File: src/design/gptc_pkg.sv
// Package with register map, field positions and timing constants.
package gptc_pkg;
    localparam logic [7:0] GPTC_OFF_CTRL = 8'h12;
    localparam logic [7:0] GPTC_OFF_GP_HI = 8'h13;
    localparam logic [7:0] GPTC_OFF_GP_LO = 8'h14;
    localparam logic [7:0] GPTC_OFF_NR_HI = 8'h10;
    localparam logic [7:0] GPTC_OFF_NR_LO = 8'h11;
    localparam logic [7:0] GPTC_OFF_STATUS = 8'h40;
    localparam logic [7:0] GPTC_CTRL_RESET = 8'h00;
    localparam logic [7:0] GPTC_CTRL_WMASK = 8'hef;
    localparam int GPTC_TRIG_HI = 7;
    localparam int GPTC_TRIG_LO = 5;
    localparam int GPTC_MRT_STEP_BIT = 3;
    localparam int GPTC_NRT_PEER_BIT = 2;
    localparam int GPTC_NRT_PAY_BIT = 1;
    localparam int GPTC_NRT_STEP_BIT = 0;
    localparam logic [2:0] GPTC_TRIG_NONE = 3'h0;
    localparam logic [2:0] GPTC_TRIG_RX_END = 3'h1;
    localparam logic [2:0] GPTC_TRIG_RX_START = 3'h2;
    localparam logic [2:0] GPTC_TRIG_TX_END = 3'h3;
    localparam int GPTC_GP_STEP_FC = 8;
    localparam int GPTC_MRT_STEP_SMALL_FC = 64;
    localparam int GPTC_MRT_STEP_LARGE_FC = 512;
    localparam int GPTC_NRT_STEP_SMALL_FC = 64;
    localparam int GPTC_NRT_STEP_LARGE_FC = 4096;
endpackage

File: src/design/gptc_tick_if.sv
// Interface carrying the carrier-tick enable and counter controls.
`timescale 1ns/1ps
`default_nettype none
interface gptc_tick_if;
    logic fc_tick;
    logic start;
    logic [15:0] load_value;
    logic expired;
    logic running;
    modport ctrl (output start, output load_value, output fc_tick,
        input expired, input running);
    modport cnt (input start, input load_value, input fc_tick,
        output expired, output running);
endinterface
`default_nettype wire

File: src/design/gptc_counter.sv
// General purpose down counter stepping every eight carrier periods.
`timescale 1ns/1ps
`default_nettype none
module gptc_counter
    import gptc_pkg::*;
#(
    parameter int STEP_FC = GPTC_GP_STEP_FC
) (
    // Clock and reset.
    input wire logic core_clk,
    input wire logic rst_n,
    // Control from the main block.
    gptc_tick_if.cnt tif
);
    logic [15:0] count_q;
    logic [15:0] step_q;
    logic run_q;
    logic exp_q;

    // A start while running reloads; expiry fires once.
    always_ff @(posedge core_clk) begin
        if (!rst_n) begin
            count_q <= 16'h0000;
            step_q <= 16'h0000;
            run_q <= 1'b0;
            exp_q <= 1'b0;
        end else begin
            exp_q <= 1'b0;
            if (tif.start) begin
                count_q <= tif.load_value;
                step_q <= 16'h0000;
                run_q <= (tif.load_value != 16'h0000);
                exp_q <= (tif.load_value == 16'h0000);
            end else if (run_q && tif.fc_tick) begin
                if (step_q == 16'(STEP_FC - 1)) begin
                    step_q <= 16'h0000;
                    if (count_q == 16'h0001) begin
                        run_q <= 1'b0;
                        exp_q <= 1'b1;
                    end
                    count_q <= count_q - 16'h0001;
                end else begin
                    step_q <= step_q + 16'h0001;
                end
            end
        end
    end

    assign tif.expired = exp_q;
    assign tif.running = run_q;

    a_expiry_stops: assert property (@(posedge core_clk) disable iff (!rst_n)
        tif.expired |-> !run_q) else $error("expiry while running");
endmodule
`default_nettype wire

File: src/design/gptc_top.sv
// Timer trigger control: register file, trigger select, step selection.
//
// Notes on behaviour
// - Bits 7:5 choose extra timer trigger.
// - Direct command always starts the timer.
// - Code zero: command start only.
// - Code 001: also start at receive end.
// - Code 010: also start at receive start.
// - Code 011: also start at transmit end.
// - Peer mode, 011: expiry drops own field.
// - Peer mode, 011: enables no-response start.
// - Bit 3 picks mask step 64/512.
// - Bit 2 picks no-response start event.
// - Bit 1 selects payment-compliance mode.
// - Bit 0 picks no-response step 64/4096.
// - Sixteen-bit timeout in eight-period steps.
// - Timeout span one step to 38.7ms.
// - No-response timer starts after transmit end.
// - Mask step chosen by mask step bit.
// - Zero no-response value never starts timer.
//
// The address-and-strobe port was left to the implementer.
`timescale 1ns/1ps
`default_nettype none
module gptc_top
    import gptc_pkg::*;
#(
    parameter int CLK_PER_FC_TICK = 1
) (
    // Clock and reset.
    input wire logic core_clk,
    input wire logic rst_n,
    // Register port.
    input wire logic [7:0] reg_addr,
    input wire logic [7:0] reg_wdata,
    input wire logic reg_wr,
    input wire logic reg_rd,
    output logic [7:0] reg_rdata,
    // Protocol events, one-cycle pulses on core_clk, and the peer mode level.
    input wire logic cmd_start_gp,
    input wire logic rx_end_evt,
    input wire logic rx_start_evt,
    input wire logic tx_end_evt,
    input wire logic peer_field_on_evt,
    input wire logic active_peer_mode,
    // Outputs toward field and sibling timers.
    output logic gp_expired,
    output logic field_off_req,
    output logic nrt_start,
    output logic nrt_payment_mode,
    output logic [12:0] mrt_step_fc,
    output logic [12:0] nrt_step_fc
);
    // ------------------------------------------------------------
    // Registers
    // ------------------------------------------------------------
    logic [7:0] ctrl_q;
    logic [7:0] gp_hi_q;
    logic [7:0] gp_lo_q;
    logic [7:0] nr_hi_q;
    logic [7:0] nr_lo_q;
    logic [7:0] rdata_q;
    logic [2:0] trig_sel;
    logic gp_start;
    logic tick_q;
    logic [15:0] div_q;
    logic fo_q;
    logic ns_q;
    logic [7:0] rd_mux;
    gptc_tick_if tif ();

    function automatic logic hit(input logic [7:0] a, input logic [7:0] o);
        return a == o;
    endfunction

    // General purpose timeout bytes have no defined reset value, so they are not reset.
    always_ff @(posedge core_clk) begin
        if (reg_wr && hit(reg_addr, GPTC_OFF_GP_HI)) begin
            gp_hi_q <= reg_wdata;
        end
        if (reg_wr && hit(reg_addr, GPTC_OFF_GP_LO)) begin
            gp_lo_q <= reg_wdata;
        end
    end

    always_ff @(posedge core_clk) begin
        if (!rst_n) begin
            ctrl_q <= GPTC_CTRL_RESET;
            nr_hi_q <= 8'h00;
            nr_lo_q <= 8'h00;
        end else begin
            if (reg_wr && hit(reg_addr, GPTC_OFF_CTRL)) begin
                ctrl_q <= reg_wdata & GPTC_CTRL_WMASK;
            end
            if (reg_wr && hit(reg_addr, GPTC_OFF_NR_HI)) begin
                nr_hi_q <= reg_wdata;
            end
            if (reg_wr && hit(reg_addr, GPTC_OFF_NR_LO)) begin
                nr_lo_q <= reg_wdata;
            end
        end
    end

    always_comb begin
        case (reg_addr)
            GPTC_OFF_CTRL: rd_mux = ctrl_q;
            GPTC_OFF_GP_HI: rd_mux = gp_hi_q;
            GPTC_OFF_GP_LO: rd_mux = gp_lo_q;
            GPTC_OFF_NR_HI: rd_mux = nr_hi_q;
            GPTC_OFF_NR_LO: rd_mux = nr_lo_q;
            GPTC_OFF_STATUS: rd_mux = {7'h00, tif.running};
            default: rd_mux = 8'h00;
        endcase
    end

    always_ff @(posedge core_clk) begin
        if (!rst_n) begin
            rdata_q <= 8'h00;
        end else begin
            rdata_q <= reg_rd ? rd_mux : 8'h00;
        end
    end
    assign reg_rdata = rdata_q;

    // ------------------------------------------------------------
    // Trigger selection
    // ------------------------------------------------------------
    assign trig_sel = ctrl_q[GPTC_TRIG_HI:GPTC_TRIG_LO];

    always_comb begin
        gp_start = cmd_start_gp;
        case (trig_sel)
            GPTC_TRIG_NONE: gp_start = cmd_start_gp;
            GPTC_TRIG_RX_END: gp_start = cmd_start_gp | rx_end_evt;
            GPTC_TRIG_RX_START: gp_start = cmd_start_gp | rx_start_evt;
            GPTC_TRIG_TX_END: gp_start = cmd_start_gp | tx_end_evt;
            default: gp_start = cmd_start_gp;
        endcase
    end

    // Carrier tick enable; one tick every CLK_PER_FC_TICK core cycles stands for one period.
    always_ff @(posedge core_clk) begin
        if (!rst_n) begin
            div_q <= 16'h0000;
            tick_q <= 1'b0;
        end else if (div_q == 16'(CLK_PER_FC_TICK - 1)) begin
            div_q <= 16'h0000;
            tick_q <= 1'b1;
        end else begin
            div_q <= div_q + 16'h0001;
            tick_q <= 1'b0;
        end
    end

    assign tif.fc_tick = tick_q;
    assign tif.start = gp_start;
    assign tif.load_value = {gp_hi_q, gp_lo_q};

    gptc_counter #(.STEP_FC(GPTC_GP_STEP_FC)) u_cnt (
        .core_clk(core_clk),
        .rst_n(rst_n),
        .tif(tif)
    );

    assign gp_expired = tif.expired;

    // ------------------------------------------------------------
    // Peer mode field and no-response start
    // ------------------------------------------------------------
    logic peer_tx;
    logic nr_nonzero;
    logic nr_evt;
    assign peer_tx = active_peer_mode && (trig_sel == GPTC_TRIG_TX_END);
    assign nr_nonzero = {nr_hi_q, nr_lo_q} != 16'h0000;

    always_comb begin
        if (peer_tx) begin
            nr_evt = ctrl_q[GPTC_NRT_PEER_BIT] ? peer_field_on_evt
                : tif.expired;
        end else begin
            nr_evt = tx_end_evt;
        end
    end

    always_ff @(posedge core_clk) begin
        if (!rst_n) begin
            fo_q <= 1'b0;
            ns_q <= 1'b0;
        end else begin
            fo_q <= peer_tx && tif.expired;
            ns_q <= nr_evt && nr_nonzero;
        end
    end
    assign field_off_req = fo_q;
    assign nrt_start = ns_q;

    // ------------------------------------------------------------
    // Step selection
    // ------------------------------------------------------------
    assign nrt_payment_mode = ctrl_q[GPTC_NRT_PAY_BIT];
    assign mrt_step_fc = ctrl_q[GPTC_MRT_STEP_BIT]
        ? 13'(GPTC_MRT_STEP_LARGE_FC) : 13'(GPTC_MRT_STEP_SMALL_FC);
    assign nrt_step_fc = ctrl_q[GPTC_NRT_STEP_BIT]
        ? 13'(GPTC_NRT_STEP_LARGE_FC) : 13'(GPTC_NRT_STEP_SMALL_FC);

    // ------------------------------------------------------------
    // Assertions
    // ------------------------------------------------------------
    a_cmd_starts: assert property (@(posedge core_clk) disable iff (!rst_n)
        cmd_start_gp |-> gp_start) else $error("command lost");
    a_rsvd_bit: assert property (@(posedge core_clk) disable iff (!rst_n)
        ctrl_q[4] == 1'b0) else $error("reserved bit set");
    a_none_only: assert property (@(posedge core_clk) disable iff (!rst_n)
        (trig_sel == 3'h0 && !cmd_start_gp) |-> !gp_start)
        else $error("extra start");
    a_rx_end: assert property (@(posedge core_clk) disable iff (!rst_n)
        (trig_sel == 3'h1 && rx_end_evt) |-> gp_start)
        else $error("rx end trigger");
    a_rx_start: assert property (@(posedge core_clk) disable iff (!rst_n)
        (trig_sel == 3'h2 && rx_start_evt) |-> gp_start)
        else $error("rx start trigger");
    a_tx_end: assert property (@(posedge core_clk) disable iff (!rst_n)
        (trig_sel == 3'h3 && tx_end_evt) |-> gp_start)
        else $error("tx end trigger");
    a_field_off: assert property (@(posedge core_clk) disable iff (!rst_n)
        (peer_tx && gp_expired) |=> field_off_req)
        else $error("field not dropped");
    a_nrt_zero: assert property (@(posedge core_clk) disable iff (!rst_n)
        nrt_start |-> $past(nr_nonzero)) else $error("zero nrt start");
    a_mrt_step: assert property (@(posedge core_clk) disable iff (!rst_n)
        mrt_step_fc == (ctrl_q[3] ? 13'd512 : 13'd64))
        else $error("mask step");
    a_nrt_step: assert property (@(posedge core_clk) disable iff (!rst_n)
        nrt_step_fc == (ctrl_q[0] ? 13'd4096 : 13'd64))
        else $error("nrt step");
    a_ctrl_write: assert property (@(posedge core_clk) disable iff (!rst_n)
        (reg_wr && reg_addr == 8'h12) |=> ctrl_q == ($past(reg_wdata) & 8'hef))
        else $error("ctrl write");
    a_pay_mode: assert property (@(posedge core_clk) disable iff (!rst_n)
        nrt_payment_mode == ctrl_q[1]) else $error("pay mode");
    a_peer_start: assert property (@(posedge core_clk) disable iff (!rst_n)
        (peer_tx && ctrl_q[2] && peer_field_on_evt && nr_nonzero)
        |=> nrt_start) else $error("peer nrt start");
    a_expiry_one: assert property (@(posedge core_clk) disable iff (!rst_n)
        (tif.start && tif.load_value == 16'h0001) |-> ##[1:40] gp_expired)
        else $error("short timeout");
    a_read_ctrl: assert property (@(posedge core_clk) disable iff (!rst_n)
        (reg_rd && reg_addr == 8'h12) |=> reg_rdata == $past(ctrl_q))
        else $error("ctrl read");

    // Reserved codes must behave exactly like code zero.
    a_rsvd_codes: assert property (@(posedge core_clk) disable iff (!rst_n)
        (trig_sel[2] && !cmd_start_gp) |-> !gp_start)
        else $error("reserved code start");
    a_rx_end_only: assert property (@(posedge core_clk) disable iff (!rst_n)
        (trig_sel == 3'h1 && !cmd_start_gp && !rx_end_evt) |-> !gp_start)
        else $error("stray rx end start");
    a_rx_start_only: assert property (@(posedge core_clk) disable iff (!rst_n)
        (trig_sel == 3'h2 && !cmd_start_gp && !rx_start_evt) |-> !gp_start)
        else $error("stray rx start start");
    a_tx_end_only: assert property (@(posedge core_clk) disable iff (!rst_n)
        (trig_sel == 3'h3 && !cmd_start_gp && !tx_end_evt) |-> !gp_start)
        else $error("stray tx end start");

    // Outside peer code 011 the no-response timer follows transmit end.
    a_nrt_tx_end: assert property (@(posedge core_clk) disable iff (!rst_n)
        (!peer_tx && tx_end_evt && nr_nonzero) |=> nrt_start)
        else $error("nrt tx end start");
    a_nrt_expiry: assert property (@(posedge core_clk) disable iff (!rst_n)
        (peer_tx && !ctrl_q[2] && gp_expired && nr_nonzero) |=> nrt_start)
        else $error("nrt field off start");
    a_nrt_quiet: assert property (@(posedge core_clk) disable iff (!rst_n)
        (peer_tx && !(ctrl_q[2] ? peer_field_on_evt : gp_expired))
        |=> !nrt_start) else $error("peer nrt stray");
    a_field_quiet: assert property (@(posedge core_clk) disable iff (!rst_n)
        !(peer_tx && gp_expired) |=> !field_off_req)
        else $error("stray field off");

    // A start either arms the counter or, for a zero load, expires at once.
    a_start_reload: assert property (@(posedge core_clk) disable iff (!rst_n)
        tif.start |=> (tif.running || gp_expired))
        else $error("start not taken");
    a_gp_hi_write: assert property (@(posedge core_clk) disable iff (!rst_n)
        (reg_wr && reg_addr == GPTC_OFF_GP_HI)
        |=> gp_hi_q == $past(reg_wdata)) else $error("gp hi write");
    a_gp_lo_write: assert property (@(posedge core_clk) disable iff (!rst_n)
        (reg_wr && reg_addr == GPTC_OFF_GP_LO)
        |=> gp_lo_q == $past(reg_wdata)) else $error("gp lo write");
    a_rdata_idle: assert property (@(posedge core_clk) disable iff (!rst_n)
        !reg_rd |=> reg_rdata == 8'h00) else $error("read data idle");

    c_cmd: cover property (@(posedge core_clk) cmd_start_gp ##[1:50] gp_expired);
    c_tx: cover property (@(posedge core_clk) trig_sel == 3'h3 && tx_end_evt);
    c_fo: cover property (@(posedge core_clk) field_off_req);
    c_nrt: cover property (@(posedge core_clk) nrt_start);
    c_peer: cover property (@(posedge core_clk) peer_tx && peer_field_on_evt);
endmodule
`default_nettype wire

File: config.mk
export PLATFORM = sky130hd
export DESIGN_NAME = gptc_top
export DESIGN_NICKNAME = d
export VERILOG_FILES = /design/src/design/gptc_pkg.sv /design/src/design/gptc_tick_if.sv /design/src/design/gptc_counter.sv /design/src/design/gptc_top.sv
export SDC_FILE = /design/constraint.sdc
export NUM_CORES = 1
export LEC_CHECK = 0
export BUFFER_PORTS_ARGS = -buffer_cell sky130_fd_sc_hd__buf_2
export CAP_MARGIN = 5
export CORE_MARGIN = 1.5
export CORE_UTILIZATION = 40
export CTS_BUF_LIST = sky130_fd_sc_hd__clkbuf_16
export DETAILED_ROUTE_END_ITERATION = 7
export SKIP_LAST_GASP = 1
export SLEW_MARGIN = 20
export SYNTH_ARGS = -nofsm -noshare
export SYNTH_HDL_FRONTEND = slang
export SYNTH_SLANG_ARGS = --single-unit
File: constraint.sdc
create_clock -name core_clk -period 4.6 [get_ports core_clk]
set_input_delay 0.92 -clock core_clk [delete_from_list [all_inputs] [get_ports core_clk]]
set_output_delay 0.92 -clock core_clk [all_outputs]
set_load 0.03 [all_outputs]
### Word-level counts from Yosys, hierarchy flattened

Cells that the tools add are included.

* add/sub/neg operators: 3
* equal/unequal tests: 11
* muxes and demuxes: 19
* bitwise gates (word level): 4
* reductions and logical operators: 21

Operator list (count)
* $mux W16: 4
* $pmux W8 S6: 1
* $eq A8 B5 Y1 const B: 5
* $add A16 B1 Y16 const B: 2
* $logic_not A16 Y1: 2
* $reduce_bool A16 Y1: 2
* $eq A16 B1 Y1 const B: 1
* $eq A16 B3 Y1 const B: 1
* $sub A16 B1 Y16 const B: 1
* $mux W13: 1
* $mux W1: 11
* $mux W10: 1
* $logic_and A1 B1 Y1: 9
* $eq A8 B7 Y1 const B: 1
* $eq A3 B2 Y1 const B: 2
* $reduce_bool A2 Y1: 3
* $reduce_and A2 Y1: 2
* $reduce_or A2 Y1: 2
* $eq A3 B1 Y1 const B: 1
* $or A1 B1 Y1: 3
* $pmux W1 S3: 1
* $reduce_and A3 Y1: 1
* $not A1 Y1: 1

* flip-flop bits (word level): 100
* bits of input ports: 26
* output and inout bits: 38
* logic and storage cells: 72

### Depth between registers and ports, before layout

* word-level depth: 5
* mapped depth: 7
* mapped depth without buffers: 7

### By module

A second synthesis with hierarchy kept.

* cell total of the unflattened synthesis: 547
* area total of the unflattened synthesis: 5019.8 µm²

Modules (own cells, without submodules)
* gptc_top: times used 1, cells an instance 297, area each 3049.2 µm², seq. area each 1481.4 µm²
* gptc_counter: times used 1, cells an instance 250, area each 1970.6 µm², seq. area each 680.7 µm²

### Worst setup path after synthesis

Ideal clock, no wire load.

* path kind: input to register
* from: in reg_addr[3]
* to: reg nr_hi_q[0]
* setup time: 0.128 ns
* arrival: 2.620 ns
* data required time: 4.472 ns
* slack: 1.852 ns
* cell stages on the path: 7
* path buffers: 2
* path through: or3_4 > or4_4 > buf_6 > or3b_1 > buf_6 > mux2i_1 > nor2_1

* cells in the longest elaborated chain, start to end: 2

Ends and longest elaborated chain
* from (decl): RTL line gptc_top.sv:34 `input wire logic [7:0] reg_addr,`
* $eq A8 B5 Y1: RTL line gptc_top.sv:73 `return a == o;`
* $logic_and A1 B1 Y1: RTL line gptc_top.sv:95 `if (reg_wr && hit(reg_addr, GPTC_OFF_NR_HI)) begin`
* to (signal assigned): RTL line gptc_top.sv:96 `nr_hi_q <= reg_wdata;`
* to (decl): RTL line gptc_top.sv:60 `logic [7:0] nr_hi_q;`

No other way between the ends.
A chain may end at the register's enable or synchronous reset.

### Final worst setup path

* from: in reg_addr[3]
* to: reg nr_hi_q[4]

The elaborated chain is that of the path after synthesis.

==> summary by stage <==
Logic synthesis
The number of enable flip-flop cells after synthesis is 16. Counting flops with an async set or reset pin after synthesis yields a share of 0%. The number of different library cells in the post-synthesis netlist is 50. Of the synthesized area, sequential elements account for 45.97%. The Yosys warning count is 0. Synthesis inferred 100 register bits. The synthesized netlist occupies a cell area of 4703 µm². The average instance in the mapped netlist occupies 9.388 µm². The number of standard cells after synthesis is 501. The flip-flop cell with the highest count after synthesis is dfxtp_1.

Placement
The congestion estimate from routability-driven global placement came to 0.9244. The count of buffers from port buffering is 41. The placed wire-length estimate after detailed placement is 7861 µm. In this run the cell area measured after placement is 4902 µm².

Critical path
The kind of start point of the critical path is an input port. On the worst path, the slowest cell contributes a delay of 0.60 ns. The cell type group with the largest total delay on the critical path is simple AND/OR/NAND/NOR gates. The cell at the slowest stage of the critical path is or3b_1.

Together, buffers and inverters on the worst path number 1. The worst setup path is captured at a register. The setup slack of the worst register-to-register path is 2.32 ns. At the worst endpoint, the required time is 4.81 ns. STA puts the critical path data arrival time at 2.83 ns. Walking the worst path, the cells encountered are buf_2 -> or3_4 -> or4_4 -> or3b_1 -> mux2i_1 -> nor2_1. The maximum fanout along the worst path is 9. The worst setup path is of the input port to register kind.

Die
The number of top-level pins is 64. The die is 111.4 µm wide. The core box area is 11420 µm². The die boundary height is 111.4 µm. In this run the core area contains 39 standard-cell rows.

The starting density of the core is 41.19%. The area enclosed by the die boundary is 12420 µm².

Routing
The number of vias per cell is 5.320. The count of vias placed by the detailed router is 3612. The first-pass iteration count of the detailed router is 5.

The routed wire length per instance is 15.63 µm. The detailed router finished its first iteration with 196 violations. For this run, design rule violations remaining after detail routing come to 0.

The count of nets left with antenna violations after detail routing is 0. The wire length after detailed routing is 10610 µm.

STA
The setup skew after layout is 0.007715 ns. Adding up every negative setup slack in the final design gives 0 ns. For this run, the top clock speed supported by timing is 0.3814 GHz.

The number of max-slew violations in the final report is 0. The slew at the pin closest to its max-slew limit is 0.7979 ns. Setup repair after global routing left no endpoint under its margin. The normalized max-slew margin is 46.48%.

The share of the cycle needed by the critical path after routing is 57.00%. The number of hold violations in the final report is 0. The minimum clock period after layout is 2.622 ns.

Setup violations remaining at the end of the flow were counted as 0.

Clock tree
Buffers inserted during clock tree synthesis total 9. The number of buffers on the longest clock path is 2. CTS saw 100 sinks. The number of hold buffers added after CTS is 0.

Clock-pin slew was measured on the worst setup and hold paths at 0.07 ns. CTS placed an instance of clkbuf_16 at the clock tree root. The post-CTS setup buffer count is 0. The deepest level of the CTS H-tree is 3. The clock tree from TritonCTS is yes.

The clock insertion delay at the later pin of the skew report is 0.34 ns. The quantity of gates resized following cts is 0.

Global routing
The number of global-route vias before repair is 3451. Global routing finished with a remaining overflow of 0. The initial antenna violation count is 0.

The overall fraction of global-route tracks in use is 17.85%. Entering global routing, the biggest net connects 35 pins. The wire length of the first global-routing pass is 17710 µm.

Final layout
The layout overhead on the synthesized area is 10.59%. After the last flow step, the layout net total stands at 562. Registers take 2162 µm². Counting the fill cells in the layout gives 1151. The share of final-layout standard cells stronger than drive strength 1 is 13.62%. The number of diodes is 0. The final cell area excluding filler cells is 5201 µm². Summing all multi-input logic gate instances after layout gives 2300 µm².

Worst hold path
The path class of the tightest hold or removal check is register to register.

Power
In this run the power density over the cells is 342.8 nW/µm². The worst supply voltage drop on vdd is 0.0003766 V. The analysis attributes to cell leakage a power of 2.026 nW.

Outcome
The run finished with clean final reports.

Run
The tool flagged a number of max-cap violations equal to 0.
## routing by layer
metal	global-route usage [%]	vias up	share of wire, %
li1	-	1797	-
met1	23.12	1699	45
met2	29.90	106	49
met3	3.919	10	4.5
met4	5.485	0	1.6
met5	0	-	0
## layout by cell type (no fill, tap or decap), types with 16 or more instances in the layout
| cell type | synthesis | routed |
|---|---|---|
| dfxtp_1 | 84 | 84 |
| xor2_1 | 21 | 21 |
| conb_1 | 1 | 22 |
| a21oi_1 | 18 | 18 |
| nand2_1 | 25 | 25 |
| nor4_1 | 26 | 26 |
| o21ai_0 | 20 | 20 |
| nor2_1 | 72 | 72 |
| mux2i_1 | 31 | 31 |
| edfxtp_1 | 16 | 16 |
| xnor2_1 | 19 | 19 |
| buf_2 | 1 | 41 |
## synthesized netlist by cell type, drive strengths merged (3+ instances only)
cell type | count | area, µm²
nor3 | 10 | 50.05
buf | 28 | 211.4
inv | 12 | 45.04
a22oi | 6 | 45.04
or2 | 3 | 18.77
xnor2 | 19 | 166.4
mux2i | 31 | 310.3
mux2 | 8 | 90.09
xor2 | 21 | 183.9
nand3 | 14 | 70.07
a31oi | 3 | 18.77
or3 | 8 | 55.05
o22a | 6 | 52.55
ha | 5 | 62.56
dfxtp | 84 | 1682
and3 | 8 | 50.05
a21oi | 18 | 90.09
nor2 | 72 | 270.3
and4 | 5 | 43.79
nor4 | 26 | 162.7
nand2 | 25 | 93.84
nand4 | 12 | 75.07
edfxtp | 16 | 480.5
nor2b | 3 | 18.77
clkbuf | 16 | 60.06
o21ai | 20 | 100.1
## cells by family (layout without fill, tap and decap cells)
logic type | Yosys count | in the layout | share of synthesized area [%]
AO/OA/AOI/OAI | 59 | 59 | 7.662
multiplexers | 40 | 40 | 8.992
other | 1 | 22 | 0.07973
XOR/XNOR | 40 | 40 | 7.449
flip-flops | 100 | 100 | 45.97
buffers and inverters | 57 | 71 | 6.810
adder cells (fa/ha/maj) | 5 | 5 | 1.330
AND/OR/NAND/NOR | 199 | 199 | 21.71
## sequential cells by signal (all words and copies together), names as in the netlist
name	count
tick_q	1
nrt_start	1
u_cnt.tif.running	1
gp_lo_q	8
reg_rdata	8
gp_hi_q	8
nr_hi_q	8
nr_lo_q	8
u_cnt.count_q	16
ctrl_q	7
u_cnt.step_q	16
u_cnt.tif.expired	1
div_q	16
field_off_req	1
## worst paths after layout
kind / cells after the start / start / end
min reg2reg: 1 / div_q[0] / div_q[0]
min: 1 / div_q[0] / div_q[0]
max: 6 / reg_addr[3] / nr_hi_q[4]
max reg2reg: 5 / u_cnt.step_q[3] / u_cnt.count_q[1]
## metrics by stage
stage,hold WS (ns),util [%],total power [mW],worst slack [ns],instances
after floorplan,0.4258,-,1.020,1.852,522
after global placement,0.4385,42.93,1.037,1.655,663
after detailed placement,0.4525,42.93,1.039,1.620,663
after CTS,0.4674,45.55,1.798,1.983,679
after global routing,0.5110,45.55,1.846,1.916,679
final,0.4656,45.55,1.783,1.978,679
## worst reg2reg max path, cell delays in order (launching register included)
cell and delay (ns):
dfxtp_1 0.36, nor4_1 0.38, nand2_1 0.39, nor3_1 0.54, mux2_2 0.39, o22ai_1 0.14
## cell type report
type | count | area share [%]
Multi-Input combinational cell | 365 | 44.21
Clock inverter | 7 | 1.419
Sequential cell | 100 | 41.57
Clock buffer | 9 | 4.330
Inverter | 13 | 0.9382
Tap cell | 143 | 3.440
Timing Repair Buffer | 42 | 4.089
## where the power goes
group / total (mW) / internal, mW / switching, mW
logic: 0.112 / 0.0351 / 0.0772
registers: 0.908 / 0.897 / 0.0109
clock network: 0.762 / 0.426 / 0.337
Power figures use the tool's default switching activity.
